===== config.mk =====
export PLATFORM = sky130hd
export DESIGN_NAME = rxpr_remote_map
export DESIGN_NICKNAME = d
export VERILOG_FILES = /design/src/rxpr_pkg.sv /design/src/rxpr_remote_map.sv
export VERILOG_INCLUDE_DIRS = /design/src
export SDC_FILE = /design/constraint.sdc
export NUM_CORES = 1
export LEC_CHECK = 0
export ABC_CLOCK_PERIOD_IN_PS = 5500
export BUFFER_PORTS_ARGS = -buffer_cell sky130_fd_sc_hd__buf_2
export CAP_MARGIN = 0
export CORE_MARGIN = 2
export CORE_UTILIZATION = 55
export CTS_CLUSTER_SIZE = 16
export DETAILED_ROUTE_END_ITERATION = 10
export GPL_TIMING_DRIVEN = 0
export PLACE_DENSITY = 0.77
export SYNTH_ARGS = -nofsm -noshare
export SYNTH_HDL_FRONTEND = slang
export SYNTH_SLANG_ARGS = --single-unit

===== constraint.sdc =====
create_clock -name mclk -period 5.5 [get_ports mclk]
set_clock_uncertainty 0.05 [all_clocks]
set_input_delay 1.65 -clock mclk [delete_from_list [all_inputs] [get_ports mclk]]
set_output_delay 1.65 -clock mclk [all_outputs]
set_load 0.05 [all_outputs]

===== src/rxpr_consts.svh =====
// offsets, field positions, reset values and codes of the per-port remote map registers
`ifndef RXPR_CONSTS_SVH
`define RXPR_CONSTS_SVH

`define RXPR_NUM_PORTS 4
`define RXPR_PORT_SEL_REG 8'h4C
`define RXPR_OFS_FWD_CTL1 8'h59
`define RXPR_OFS_FWD_CTL2 8'h5A
`define RXPR_OFS_SER_ADDR 8'h5B
`define RXPR_OFS_SER_ALIAS 8'h5C
`define RXPR_OFS_TGT_ADDR0 8'h5D
`define RXPR_OFS_TGT_ADDR1 8'h5E

`define RXPR_BIT_OVERRIDE 7
`define RXPR_BIT_FREEZE 0
`define RXPR_BIT_AUTO_ACK 0
`define RXPR_ADDR_MSB 7
`define RXPR_ADDR_LSB 1
`define RXPR_GPIO_MSB 1
`define RXPR_GPIO_LSB 0

`define RXPR_RST_BYTE 8'h00
`define RXPR_RST_ADDR 7'h00
`define RXPR_RST_GPIO 2'h0
`define RXPR_RST_MASK 4'h0
`define RXPR_ALIAS_OFF 7'h00

`define RXPR_GPIO_NONE 2'h0
`define RXPR_GPIO_ONE 2'h1
`define RXPR_GPIO_TWO 2'h2
`define RXPR_GPIO_FOUR 2'h3

`endif


===== src/rxpr_pkg.sv =====
// types shared by the per-port remote map register bank
`default_nettype none
package rxpr_pkg;
    typedef logic [6:0] rxpr_addr_t;
    typedef logic [1:0] rxpr_port_t;
    typedef logic [1:0] rxpr_gpio_t;
    typedef enum logic [1:0] {
        RXPR_HIT_NONE,
        RXPR_HIT_SER,
        RXPR_HIT_TGT0,
        RXPR_HIT_TGT1
    } rxpr_hit_e;
endpackage
`default_nettype wire


===== src/rxpr_remote_map.sv =====
// per-receive-port remote serializer address map, forward load control and alias remapping
//
// Functional notes
// - register accesses reach the copy of the port chosen by the port-select register.
// - override bit 7 set blocks forward-channel gpio count loads and keeps the local count.
// - gpio count field 00 none, 01 one, 10 two, 11 four forward gpios.
// - gpio count loads from serializer; local write persists only with override set.
// - serializer address field is auto-filled with identity received over forward link.
// - freeze bit 0 blocks the address auto-load and holds the written address.
// - serializer alias decodes local transactions and remaps them to the serializer address.
// - alias value zero never decodes a transaction as remote access.
// - auto-ack bit set acknowledges every write to the remote serializer.
// - target address registers remap transactions matching their target alias.
`timescale 1ns/1ps
`default_nettype none
`include "rxpr_consts.svh"

module rxpr_remote_map (
    input wire logic mclk,                                          // core clock, 100 MHz
    input wire logic arst_n,                                        // async reset, active low
    input wire logic [1:0] portSel,                                 // port chosen by port-select
    input wire logic regWrEn,                                       // register write strobe
    input wire logic regRdEn,                                       // register read strobe
    input wire logic [7:0] regAddr,                                 // register offset
    input wire logic [7:0] regWrData,                               // register write data
    output logic [7:0] regRdData,                                   // read data, one cycle later
    output logic regRdValid,                                        // read data valid pulse
    input wire logic [3:0] fwdLoadStb,                              // forward-link load, per port
    input wire logic [1:0] fwdLoadGpio,                             // gpio count from serializer
    input wire logic [6:0] fwdLoadAddr,                             // identity from serializer
    input wire logic [3:0][6:0] tgtAlias0,                          // target alias 0, per port
    input wire logic [3:0][6:0] tgtAlias1,                          // target alias 1, per port
    input wire logic txnValid,                                      // local transaction start
    input wire logic [6:0] txnAddr,                                 // local seven-bit address
    input wire logic txnWrite,                                      // local transaction is write
    output logic fwdValid,                                          // remote match pulse
    output logic [1:0] fwdPort,                                     // port the match belongs to
    output logic [6:0] fwdAddr,                                     // remapped physical address
    output logic fwdAutoAck,                                        // ack locally, no wait
    output logic [3:0][1:0] fwdGpioCount,                           // gpio count per port
    output logic [3:0][3:0] fwdGpioEnable                           // active gpio mask per port
);

    // ------------------------------------------------------------
    // per-port register copies
    // ------------------------------------------------------------
    logic [3:0] override_r;
    logic [3:0] freeze_r;
    logic [3:0] autoAck_r;
    rxpr_pkg::rxpr_gpio_t gpioCount_r [4];
    rxpr_pkg::rxpr_addr_t serAddr_r [4];
    rxpr_pkg::rxpr_addr_t serAlias_r [4];
    rxpr_pkg::rxpr_addr_t tgtAddr0_r [4];
    rxpr_pkg::rxpr_addr_t tgtAddr1_r [4];

    genvar gp;
    generate
        for (gp = 0; gp < `RXPR_NUM_PORTS; gp = gp + 1) begin : g_port
            logic selWr;
            logic overrideNxt;
            logic freezeNxt;
            logic autoAckNxt;
            rxpr_pkg::rxpr_gpio_t gpioNxt;
            rxpr_pkg::rxpr_addr_t serAddrNxt;
            rxpr_pkg::rxpr_addr_t aliasNxt;
            rxpr_pkg::rxpr_addr_t tgt0Nxt;
            rxpr_pkg::rxpr_addr_t tgt1Nxt;
            logic loadGpio;
            logic loadAddr;
            logic [3:0] gpioEnableNxt;
            logic [3:0] gpioEnable_r;

            assign selWr = regWrEn && (portSel == 2'(gp));
            // blocking bits are taken before any same-cycle local write lands
            assign loadGpio = fwdLoadStb[gp] && !override_r[gp];
            assign loadAddr = fwdLoadStb[gp] && !freeze_r[gp];

            always_comb begin
                overrideNxt = override_r[gp];
                freezeNxt = freeze_r[gp];
                autoAckNxt = autoAck_r[gp];
                gpioNxt = gpioCount_r[gp];
                serAddrNxt = serAddr_r[gp];
                aliasNxt = serAlias_r[gp];
                tgt0Nxt = tgtAddr0_r[gp];
                tgt1Nxt = tgtAddr1_r[gp];
                // reserved bits are simply not stored
                if (selWr) begin
                    unique case (regAddr)
                        `RXPR_OFS_FWD_CTL1: begin
                            overrideNxt = regWrData[`RXPR_BIT_OVERRIDE];
                            gpioNxt = regWrData[`RXPR_GPIO_MSB:`RXPR_GPIO_LSB];
                        end
                        `RXPR_OFS_SER_ADDR: begin
                            serAddrNxt = regWrData[`RXPR_ADDR_MSB:`RXPR_ADDR_LSB];
                            freezeNxt = regWrData[`RXPR_BIT_FREEZE];
                        end
                        `RXPR_OFS_SER_ALIAS: begin
                            aliasNxt = regWrData[`RXPR_ADDR_MSB:`RXPR_ADDR_LSB];
                            autoAckNxt = regWrData[`RXPR_BIT_AUTO_ACK];
                        end
                        `RXPR_OFS_TGT_ADDR0: tgt0Nxt = regWrData[`RXPR_ADDR_MSB:`RXPR_ADDR_LSB];
                        `RXPR_OFS_TGT_ADDR1: tgt1Nxt = regWrData[`RXPR_ADDR_MSB:`RXPR_ADDR_LSB];
                        default: ;
                    endcase
                end
                // link load applied after the local write: without override the
                // serializer owns the field, so a colliding local write is lost
                if (loadGpio) begin
                    gpioNxt = fwdLoadGpio;
                end
                if (loadAddr) begin
                    serAddrNxt = fwdLoadAddr;
                end
            end

            always_ff @(posedge mclk or negedge arst_n) begin
                if (!arst_n) begin
                    override_r[gp] <= 1'b0;
                    freeze_r[gp] <= 1'b0;
                    autoAck_r[gp] <= 1'b0;
                    gpioCount_r[gp] <= `RXPR_RST_GPIO;
                    serAddr_r[gp] <= `RXPR_RST_ADDR;
                    serAlias_r[gp] <= `RXPR_RST_ADDR;
                    tgtAddr0_r[gp] <= `RXPR_RST_ADDR;
                    tgtAddr1_r[gp] <= `RXPR_RST_ADDR;
                end else begin
                    override_r[gp] <= overrideNxt;
                    freeze_r[gp] <= freezeNxt;
                    autoAck_r[gp] <= autoAckNxt;
                    gpioCount_r[gp] <= gpioNxt;
                    serAddr_r[gp] <= serAddrNxt;
                    serAlias_r[gp] <= aliasNxt;
                    tgtAddr0_r[gp] <= tgt0Nxt;
                    tgtAddr1_r[gp] <= tgt1Nxt;
                end
            end

            // mask decoded from the next count, so mask and count move on one edge
            always_comb begin
                gpioEnableNxt = `RXPR_RST_MASK;
                unique case (gpioNxt)
                    `RXPR_GPIO_NONE: gpioEnableNxt = 4'h0;
                    `RXPR_GPIO_ONE: gpioEnableNxt = 4'h1;
                    `RXPR_GPIO_TWO: gpioEnableNxt = 4'h3;
                    `RXPR_GPIO_FOUR: gpioEnableNxt = 4'hF;
                endcase
            end

            always_ff @(posedge mclk or negedge arst_n) begin
                if (!arst_n) begin
                    gpioEnable_r <= `RXPR_RST_MASK;
                end else begin
                    gpioEnable_r <= gpioEnableNxt;
                end
            end

            assign fwdGpioCount[gp] = gpioCount_r[gp];
            assign fwdGpioEnable[gp] = gpioEnable_r;
        end
    endgenerate

    // ------------------------------------------------------------
    // register read port
    // ------------------------------------------------------------
    logic [7:0] rdData_r;
    logic [7:0] rdDataNxt;
    logic rdValid_r;
    logic selOverride;
    logic selFreeze;
    logic selAutoAck;
    rxpr_pkg::rxpr_gpio_t selGpio;
    rxpr_pkg::rxpr_addr_t selSerAddr;
    rxpr_pkg::rxpr_addr_t selAlias;
    rxpr_pkg::rxpr_addr_t selTgt0;
    rxpr_pkg::rxpr_addr_t selTgt1;

    // one copy is picked first, so the offset mux below stays one byte wide
    assign selOverride = override_r[portSel];
    assign selFreeze = freeze_r[portSel];
    assign selAutoAck = autoAck_r[portSel];
    assign selGpio = gpioCount_r[portSel];
    assign selSerAddr = serAddr_r[portSel];
    assign selAlias = serAlias_r[portSel];
    assign selTgt0 = tgtAddr0_r[portSel];
    assign selTgt1 = tgtAddr1_r[portSel];

    always_comb begin
        rdDataNxt = `RXPR_RST_BYTE;
        if (regRdEn) begin
            unique case (regAddr)
                `RXPR_OFS_FWD_CTL1:
                    rdDataNxt = {selOverride, 5'h00, selGpio};
                `RXPR_OFS_SER_ADDR:
                    rdDataNxt = {selSerAddr, selFreeze};
                `RXPR_OFS_SER_ALIAS:
                    rdDataNxt = {selAlias, selAutoAck};
                `RXPR_OFS_TGT_ADDR0:
                    rdDataNxt = {selTgt0, 1'b0};
                `RXPR_OFS_TGT_ADDR1:
                    rdDataNxt = {selTgt1, 1'b0};
                default: rdDataNxt = `RXPR_RST_BYTE;
            endcase
        end
    end

    always_ff @(posedge mclk or negedge arst_n) begin
        if (!arst_n) begin
            rdData_r <= `RXPR_RST_BYTE;
            rdValid_r <= 1'b0;
        end else begin
            rdData_r <= rdDataNxt;
            rdValid_r <= regRdEn;
        end
    end

    assign regRdData = rdData_r;
    assign regRdValid = rdValid_r;

    // ------------------------------------------------------------
    // alias decode and remap
    // ------------------------------------------------------------
    // every port is compared at once; the lowest port wins and within a port
    // the serializer alias beats the target aliases, should software alias twice
    rxpr_pkg::rxpr_hit_e hitKind [4];

    generate
        for (gp = 0; gp < `RXPR_NUM_PORTS; gp = gp + 1) begin : g_dec
            logic serHit;
            logic tgt0Hit;
            logic tgt1Hit;

            // a cleared alias switches its decoder off instead of matching address zero
            assign serHit = serAlias_r[gp] != `RXPR_ALIAS_OFF && txnAddr == serAlias_r[gp];
            assign tgt0Hit = tgtAlias0[gp] != `RXPR_ALIAS_OFF && txnAddr == tgtAlias0[gp];
            assign tgt1Hit = tgtAlias1[gp] != `RXPR_ALIAS_OFF && txnAddr == tgtAlias1[gp];

            always_comb begin
                hitKind[gp] = rxpr_pkg::RXPR_HIT_NONE;
                if (serHit) begin
                    hitKind[gp] = rxpr_pkg::RXPR_HIT_SER;
                end else if (tgt0Hit) begin
                    hitKind[gp] = rxpr_pkg::RXPR_HIT_TGT0;
                end else if (tgt1Hit) begin
                    hitKind[gp] = rxpr_pkg::RXPR_HIT_TGT1;
                end
            end
        end
    endgenerate

    // ------------------------------------------------------------
    // remap output register
    // ------------------------------------------------------------
    logic fwdValid_r;
    logic fwdValidNxt;
    logic [1:0] fwdPort_r;
    logic [1:0] fwdPortNxt;
    rxpr_pkg::rxpr_addr_t fwdAddr_r;
    rxpr_pkg::rxpr_addr_t fwdAddrNxt;
    logic fwdAutoAck_r;
    logic fwdAutoAckNxt;

    always_comb begin
        fwdValidNxt = 1'b0;
        fwdPortNxt = fwdPort_r;
        fwdAddrNxt = fwdAddr_r;
        fwdAutoAckNxt = 1'b0;
        for (int p = `RXPR_NUM_PORTS - 1; p >= 0; p--) begin
            if (txnValid && hitKind[p] != rxpr_pkg::RXPR_HIT_NONE) begin
                fwdValidNxt = 1'b1;
                fwdPortNxt = 2'(p);
                unique case (hitKind[p])
                    rxpr_pkg::RXPR_HIT_SER: fwdAddrNxt = serAddr_r[p];
                    rxpr_pkg::RXPR_HIT_TGT0: fwdAddrNxt = tgtAddr0_r[p];
                    rxpr_pkg::RXPR_HIT_TGT1: fwdAddrNxt = tgtAddr1_r[p];
                    rxpr_pkg::RXPR_HIT_NONE: fwdAddrNxt = fwdAddr_r;
                endcase
                // ack without waiting on lock or the far ack, for writes only
                fwdAutoAckNxt = txnWrite && autoAck_r[p] &&
                                hitKind[p] == rxpr_pkg::RXPR_HIT_SER;
            end
        end
    end

    always_ff @(posedge mclk or negedge arst_n) begin
        if (!arst_n) begin
            fwdValid_r <= 1'b0;
            fwdPort_r <= 2'h0;
            fwdAddr_r <= `RXPR_RST_ADDR;
            fwdAutoAck_r <= 1'b0;
        end else begin
            fwdValid_r <= fwdValidNxt;
            fwdPort_r <= fwdPortNxt;
            fwdAddr_r <= fwdAddrNxt;
            fwdAutoAck_r <= fwdAutoAckNxt;
        end
    end

    assign fwdValid = fwdValid_r;
    assign fwdPort = fwdPort_r;
    assign fwdAddr = fwdAddr_r;
    assign fwdAutoAck = fwdAutoAck_r;

endmodule
`default_nettype wire


==> qor.csv, run 1 <==
stage;metric;value;unit
outcome;outcome;complete, no violations;
critical_path;WP data arrival;4700;ps
yosys;unique cell type count in the Yosys netlist;60;
critical_path;CP max-delay cell;a211oi_1;
floorplanning;Die ar.;18600;µm²
power;Max VDD drop;0.249;mV
critical_path;worst path bufs/invs;2;
timing;Final Hold Viols;0;
critical_path;Worst setup SP type;input port;
drt;post-route ant nets;0;
drt;vias per cell;6.19;
clock_network;clock sinks;163;
final_layout;Ant. Diodes;0;
yosys;Seq/Total Area, Yosys;42.3;%
global_route;Total GRT Usage;31.2;%
floorplanning;Site Rows;48;
clock_network;post-CTS setup buffers;0;
timing;final setup TNS;0;ps
yosys;Yosys top cell by area;dfrtp_1;
final_layout;nets;1141;
critical_path;CP Cell Sequence;buf_2 > buf_4 > xnor2_1 > nand4_1 > a211oi_1 > or3_4 > o21ai_1 > a2111oi_0 > o31ai_1;
global_route;largest net degree at the start of global routing;86;
clock_network;worst skew pair latency;440;ps
critical_path;crit path capture;fwdAddr[6];
timing;crit share post-route;80.9;%
clock_network;cts bufs inserted;17;
timing;Rel. slew slack;5.00;%
run;Max Cap Viol;0;
yosys;Yosys reg bits;163;
critical_path;Reg-to-Reg End;fwdAddr[6];
final_layout;Util after Layout;65.5;%
timing;endpoints failing setup;0;
yosys;Post-synth top flop;dfrtp_1;
final_layout;area grow syn2layout;17.1;%
floorplanning;Initial Utilization;55.9;%
clock_network;Clk pin slew, worst setup/hold paths;70;ps
placed_design;GPL Wtd Cong;1.00;
clock_network;hold buffers post-CTS;0;
clock_network;clock root buffer;clkbuf_16;
critical_path;R2R Setup Slk;2000;ps
global_route;initial antenna violation count;0;
clock_network;post_cts resized;0;
yosys;top cells by area, synth;dfrtp_1 (42%), mux2_2 (11%), mux4_2 (7.7%);
placed_design;Inst Count DP;1247;
timing;RSZ-0062 raised after global routing;no;
timing;hold slack;451;ps
drt;# DRC;0;
power;pwr/cell area;287;nW/µm²
hold_path;Worst Hold Class;reg -> reg;
final_layout;share of layout cells above drive strength 1;32.4;%
global_route;number of global-route vias before repair;7750;
floorplanning;die height;136;µm
final_layout;non-filler cells, final;1279;
drt;WL/cell;21.9;µm
critical_path;CP max FO;10;
yosys;share of the synthesized area in the top cell type;42.3;%
critical_path;crit path kind;in -> reg;
timing;Worst-Margin Slew;1420;ps
floorplanning;I/O pin count;144;
final_layout;commonest non-fill, non-tap cells in the layout;dfrtp_1 (163), buf_2 (143), mux2_2 (94), nand2_1 (73);
yosys;ys async rst share;100;%
timing;Setup WS post-layout;1050;ps
yosys;Synthesized Nets;982;
floorplanning;Core ar.;17200;µm²
timing;crit path time final;4450;ps
critical_path;Worst R2R Start;serAlias_r[23];
critical_path;worst reg-to-reg path cell count;9;
timing;Peak Freq;0.225;GHz
yosys;Post-Synthesis Cell Area;9640;µm²
yosys;Synth warnings;0;
drt;DR pass1 iterations;5;
yosys;Mean Syn Cell Area;10.9;µm²
power;static leakage;5.21;nW
floorplanning;Die X;136;µm
clock_network;htree depth;4;
global_route;global-route wire length before repair;42.7;mm
clock_network;CTS tree;built;
placed_design;DP HPWL;21.0;mm
critical_path;critical path's largest stage delay;1100;ps
critical_path;Crit path depth;9;
drt;via count;7912;
critical_path;Critical Path RT;5750;ps
global_route;Overflow after GRT;0;
critical_path;capturing element type of the critical path;flop;
clock_network;Clock Path Buffers;2;
timing;Final Max Tran Viols;0;
drt;1st-iter DRT viols;703;
placed_design;Port Buffer Count;139;
power;Pwr Total;3.24;mW
final_layout;Post-Layout Inst Area;11300;µm²
drt;WL final;28.0;mm
placed_design;DP Worst Slack;817;ps
yosys;cells after synthesis;882;
critical_path;family with the most delay on the worst path;compound AO/OA/AOI/OAI gates;
critical_path;Worst Setup SP;txnAddr[1];
placed_design;dpl cell area;10700;µm²
hold_path;hold_sp;serAddr_r[25];
yosys;Post-synth EDFFs;0;
final_layout;commonest non-fill, non-tap cell in the layout;dfrtp_1;
-- cell type report --
type	count	area [µm²]
sequential	163	4080
clock inverter	14	198
tap	225	282
clock buffer	18	439
buffer	59	295
multi-input combinational	632	5160
timing repair buffer	140	733
inverter	28	105
fill	1336	5950
-- sequential cells by signal, indices dropped and copies added, names as in the netlist, 2 cells and up --
signal               flops
serAlias_r              28
tgtAddr0_r              28
fwdAddr                  7
serAddr_r               28
override_r               4
g_port.gpioEnable_r     11
autoAck_r                4
freeze_r                 4
fwdPort                  2
fwdGpioCount             8
tgtAddr1_r              28
regRdData                8
-- worst register-to-register path, delay by kind of cell (launching register included) --
family	cells	cell delay, ps
buf+inv	2	500
simple gates	3	470
flops	1	440
compound gates	4	1930
-- cells by family after synthesis --
family	Yosys count	share of synthesized area (%)
buffers and inverters	87	4.15
AOI/OAI and AO/OA	136	9.88
and+or+nand+nor	248	13.4
muxes	170	23.2
xor gates and xnor gates	78	7.09
DFF	163	42.3
-- worst min-delay path by stage --
stage          slack, ps            end  depth (start not counted)
3_5_place_dp         440  serAddr_r[25]                          2
3_3_place_gp         420  serAddr_r[25]                          2
4_1_cts              450  serAddr_r[25]                          2
2_1_floorplan        410  serAddr_r[24]                          2
6_report             450  serAddr_r[25]                          2
5_1_grt              490  serAddr_r[25]                          2
-- where the power goes --
group          total, mW  internal (mW)  switching, mW  leakage (nW)
Sequential          1.34           1.28         0.0614          2.13
Combinational      0.613          0.207          0.406          2.77
Clock               1.29          0.777          0.513         0.308
-- metal layers --
layer / vias to the layer above / share of wire [%] / track usage, %
met5: - / 0 / 0
met4: 0 / 3.1 / 13.3
met3: 76 / 8.9 / 6.08
met2: 420 / 47 / 49.6
met1: 3874 / 41 / 41.9
li1: 3542 / - / -
-- synth_stat cells (3+ instances only) --
cell type,n
a2111oi_0,7
o21ai_0,31
inv_1,27
a221o_1,5
nand2_1,73
nor4_2,4
buf_1,5
o221ai_1,7
mux2i_1,43
a211o_1,9
nor4_1,13
a22oi_1,3
clkbuf_1,34
buf_4,12
nand2b_1,5
o31ai_1,5
a21oi_1,30
nand3_1,26
or2_2,8
nor2b_1,10
nor3_1,15
xnor2_1,42
dfrtp_1,163
a221oi_1,7
a31oi_1,14
nor2_1,43
buf_6,3
buf_2,5
mux2_2,94
xor2_1,36
nor3b_2,3
and2_1,12
nand4_1,17
mux4_2,33
Note: power is estimated with default switching activity, not from simulation.
==> inputs of run 2 (changes only) <==
- ABC_AREA: unset -> 1
- ABC_CLOCK_PERIOD_IN_PS: 5500 -> 4450
- clock period: 5.5 -> 4.45 ns (I/O delays scaled with it)
==> qor.csv, run 2 <==
stage;metric;value;unit;change
outcome;outcome;complete, no violations;;
clock_network;cts bufs inserted;17;;unchanged
power;Max VDD drop;0.298;mV;+20%
yosys;Seq/Total Area, Yosys;40.8;%;-1.5 points
floorplanning;Initial Utilization;55.8;%;-0.13 points
yosys;Post-Synthesis Cell Area;9990;µm²;+3.6%
critical_path;WP data arrival;3470;ps;-1230 ps
yosys;top-count cell post-synth;nand2_1;;
global_route;Total GRT Usage;37.2;%;+6.0 points
critical_path;Worst Setup SP;txnAddr[5];;
yosys;XOR/XNOR Fraction of Synth Area;1.67;%;-5.4 points
placed_design;Inst Count DP;1801;;+44%
placed_design;DP HPWL;27.3;mm;+30%
clock_network;htree depth;4;;unchanged
yosys;Yosys reg bits;163;;unchanged
final_layout;nets;1691;;+48%
critical_path;capturing element type of the critical path;flop;;
floorplanning;Die X;139;µm;+1.7%
yosys;post-synthesis adder-cell area fraction;0;%;unchanged
yosys;Synth warnings;0;;unchanged
timing;Final Max Tran Viols;0;;unchanged
floorplanning;die height;139;µm;+1.7%
hold_path;Worst Hold Class;reg -> reg;;
final_layout;Util after Layout;64.7;%;-0.77 points
drt;via count;10700;;+35%
critical_path;R2R Setup Slk;2240;ps;+240 ps
timing;final setup TNS;0;ps;unchanged
clock_network;Clk pin slew, worst setup/hold paths;70;ps;about the same
yosys;Post-synth top flop;dfrtp_1;;
critical_path;Reg-to-Reg End;fwdAddr[2];;
timing;Peak Freq;0.317;GHz;
yosys;top cells by count, synth;nand2_1 (505), o21ai_0 (169), dfrtp_1 (163);;
power;pwr/cell area;344;nW/µm²;+20%
run;Max Cap Viol;0;;unchanged
yosys;ys async rst share;100;%;unchanged
critical_path;Worst setup SP type;input port;;
critical_path;Critical Path RT;4760;ps;-990 ps
yosys;post-synthesis mux area share;0;%;-23 points
yosys;fraction of the mapped netlist area in compound gates;16.0;%;+6.1 points
yosys;Mean Syn Cell Area;6.99;µm²;-36%
yosys;share of the synthesized area in the top cell type;40.8;%;-1.5 points
final_layout;Ant. Diodes;0;;unchanged
yosys;simple-gate portion of the synthesized area;32.1;%;+19 points
floorplanning;I/O pin count;144;;unchanged
floorplanning;Die ar.;19300;µm²;+3.5%
clock_network;post-CTS setup buffers;0;;unchanged
clock_network;post_cts resized;0;;unchanged
critical_path;CP max FO;8;;-2
final_layout;sequential cell area;4080;µm²;unchanged
final_layout;non-filler cells, final;1832;;+43%
clock_network;hold buffers post-CTS;0;;unchanged
final_layout;footprint of the multi-input gates;4970;µm²;-3.6%
timing;Rel. slew slack;38.6;%;+34 points
timing;Worst-Margin Slew;921;ps;-501 ps
critical_path;crit path capture;fwdAddr[6];;
placed_design;GPL Wtd Cong;0.986;;-1.8%
timing;crit share post-route;70.9;%;
yosys;largest family of logic cells by synthesized area;simple AND/OR/NAND/NOR gates;;
timing;Final Hold Viols;0;;unchanged
drt;DR pass1 iterations;6;;+1
global_route;global-route wire length before repair;54.9;mm;+29%
clock_network;clock root buffer;clkbuf_16;;
clock_network;CTS tree;built;;
drt;WL final;36.0;mm;+28%
final_layout;area grow syn2layout;16.0;%;
yosys;cells after synthesis;1429;;+62%
yosys;top cells by area, synth;dfrtp_1 (41%), nand2_1 (19%), o21ai_0 (8.5%);;
floorplanning;Site Rows;49;;+2.1%
yosys;unique cell type count in the Yosys netlist;43;;-28%
drt;WL/cell;19.7;µm;-10%
critical_path;crit path kind;in -> reg;;
floorplanning;Core ar.;17900;µm²;+3.9%
drt;vias per cell;5.82;;-6.0%
final_layout;share of layout cells above drive strength 1;15.1;%;-17 points
clock_network;Clock Path Buffers;2;;unchanged
final_layout;commonest non-fill, non-tap cell in the layout;nand2_1;;
drt;post-route ant nets;0;;unchanged
placed_design;Port Buffer Count;142;;+2.2%
global_route;largest net degree at the start of global routing;122;;+42%
timing;RSZ-0062 raised after global routing;no;;
yosys;Synthesized Nets;1529;;+56%
drt;1st-iter DRT viols;1202;;+71%
power;static leakage;5.95;nW;+14%
global_route;Overflow after GRT;0;;unchanged
critical_path;Worst R2R Start;serAlias_r[9];;
clock_network;worst skew pair latency;430;ps;about the same
clock_network;clock sinks;163;;unchanged
timing;endpoints failing setup;0;;unchanged
timing;crit path time final;3160;ps;
drt;# DRC;0;;unchanged
critical_path;worst reg-to-reg path cell count;13;;+4
final_layout;fillers;1614;;+21%
global_route;number of global-route vias before repair;9810;;+27%
yosys;Post-synth EDFFs;0;;unchanged
yosys;Yosys top cell by area;dfrtp_1;;
final_layout;commonest non-fill, non-tap cells in the layout;nand2_1 (505), o21ai_0 (169), dfrtp_1 (163), buf_2 (153), inv_1 (149);;
global_route;initial antenna violation count;0;;unchanged
-- run 2: changes by cell type in the layout (fill, tap and decap cells not counted), sizes merged, moves of 51 or more --
cell / before / now
o21ai: 32 / 179
nor2: 43 / 94
mux2: 94 / 0
nand2: 73 / 518
inv: 31 / 166
nand3: 26 / 83
-- run 2: worst min path at each step --
stage / startpoint / to / slack (ps) / cells past startpoint
after global placement: fwdAddr[2] / fwdAddr[2] / 410 / 2
after detailed placement: fwdAddr[3] / fwdAddr[3] / 410 / 2
after floorplan: freeze_r[0] / freeze_r[0] / 400 / 2
final: fwdAddr[3] / fwdAddr[3] / 420 / 2
after CTS: fwdAddr[3] / fwdAddr[3] / 430 / 2
after global routing: fwdAddr[6] / fwdAddr[6] / 450 / 2
-- run 2: where the power goes --
| part | internal, mW | switching (mW) | leakage, nW |
|---|---|---|---|
| Combinational | 0.236 | 0.634 | 3.52 |
| Sequential | 1.58 | 0.0822 | 2.15 |
| Clock | 0.785 | 0.661 | 0.274 |
| Total | 2.60 | 1.38 | 5.95 |
-- run 2: metal layers --
| layer | part of all wire, % | GRT usage (%) | vias to the layer above |
|---|---|---|---|
| met5 | 0 | 0 | - |
| met4 | 3.6 | 14.1 | 0 |
| met3 | 11 | 9.01 | 93 |
| met2 | 44 | 57.8 | 637 |
| met1 | 41 | 50.8 | 4931 |
| li1 | - | - | 4995 |
-- run 2: final cells by class --
| cell class | instances | share of cell area (%) |
|---|---|---|
| Multi-Input combinational cell | 1045 | 42.9 |
| Sequential cell | 163 | 35.2 |
| Timing Repair Buffer | 143 | 6.46 |
| Inverter | 161 | 5.24 |
| Clock buffer | 17 | 3.67 |
| Buffer | 60 | 2.85 |
| Tap cell | 229 | 2.47 |
| Clock inverter | 14 | 1.21 |
-- run 2: worst max-delay path, stage by stage --
cell and delay, ps:
buf_2 130, inv_1 310, nand2_1 90, nand2_1 70
nor2_1 40, nand2_1 70, nor2_1 40, nand2_1 280
nand3_2 190, o21ai_1 540, nand2_1 120, nand2_1 80
o21ai_1 90, nand2_1 80
-- run 2: cells by family after synthesis --
kind of cell           Yosys count
AND/OR/NAND/NOR                749
AO/OA/AOI/OAI                  277
buffers and inverters          221
flip-flops                     163
XOR/XNOR                        19
-- run 2: stage by stage --
| stage | area [µm²] | setup slack [ps] | power, mW | hold WS, ps |
|---|---|---|---|---|
| 5_1_grt | 11600 | 1180 | 4.12 | 451 |
| 3_5_place_dp | 11000 | 990 | 2.55 | 410 |
| 2_1_floorplan | 9990 | 1620 | 2.23 | 403 |
| 6_report | 11600 | 1290 | 3.98 | 423 |
| 4_1_cts | 11600 | 1420 | 3.98 | 429 |
| 3_3_place_gp | 11000 | -476 | 2.53 | 407 |
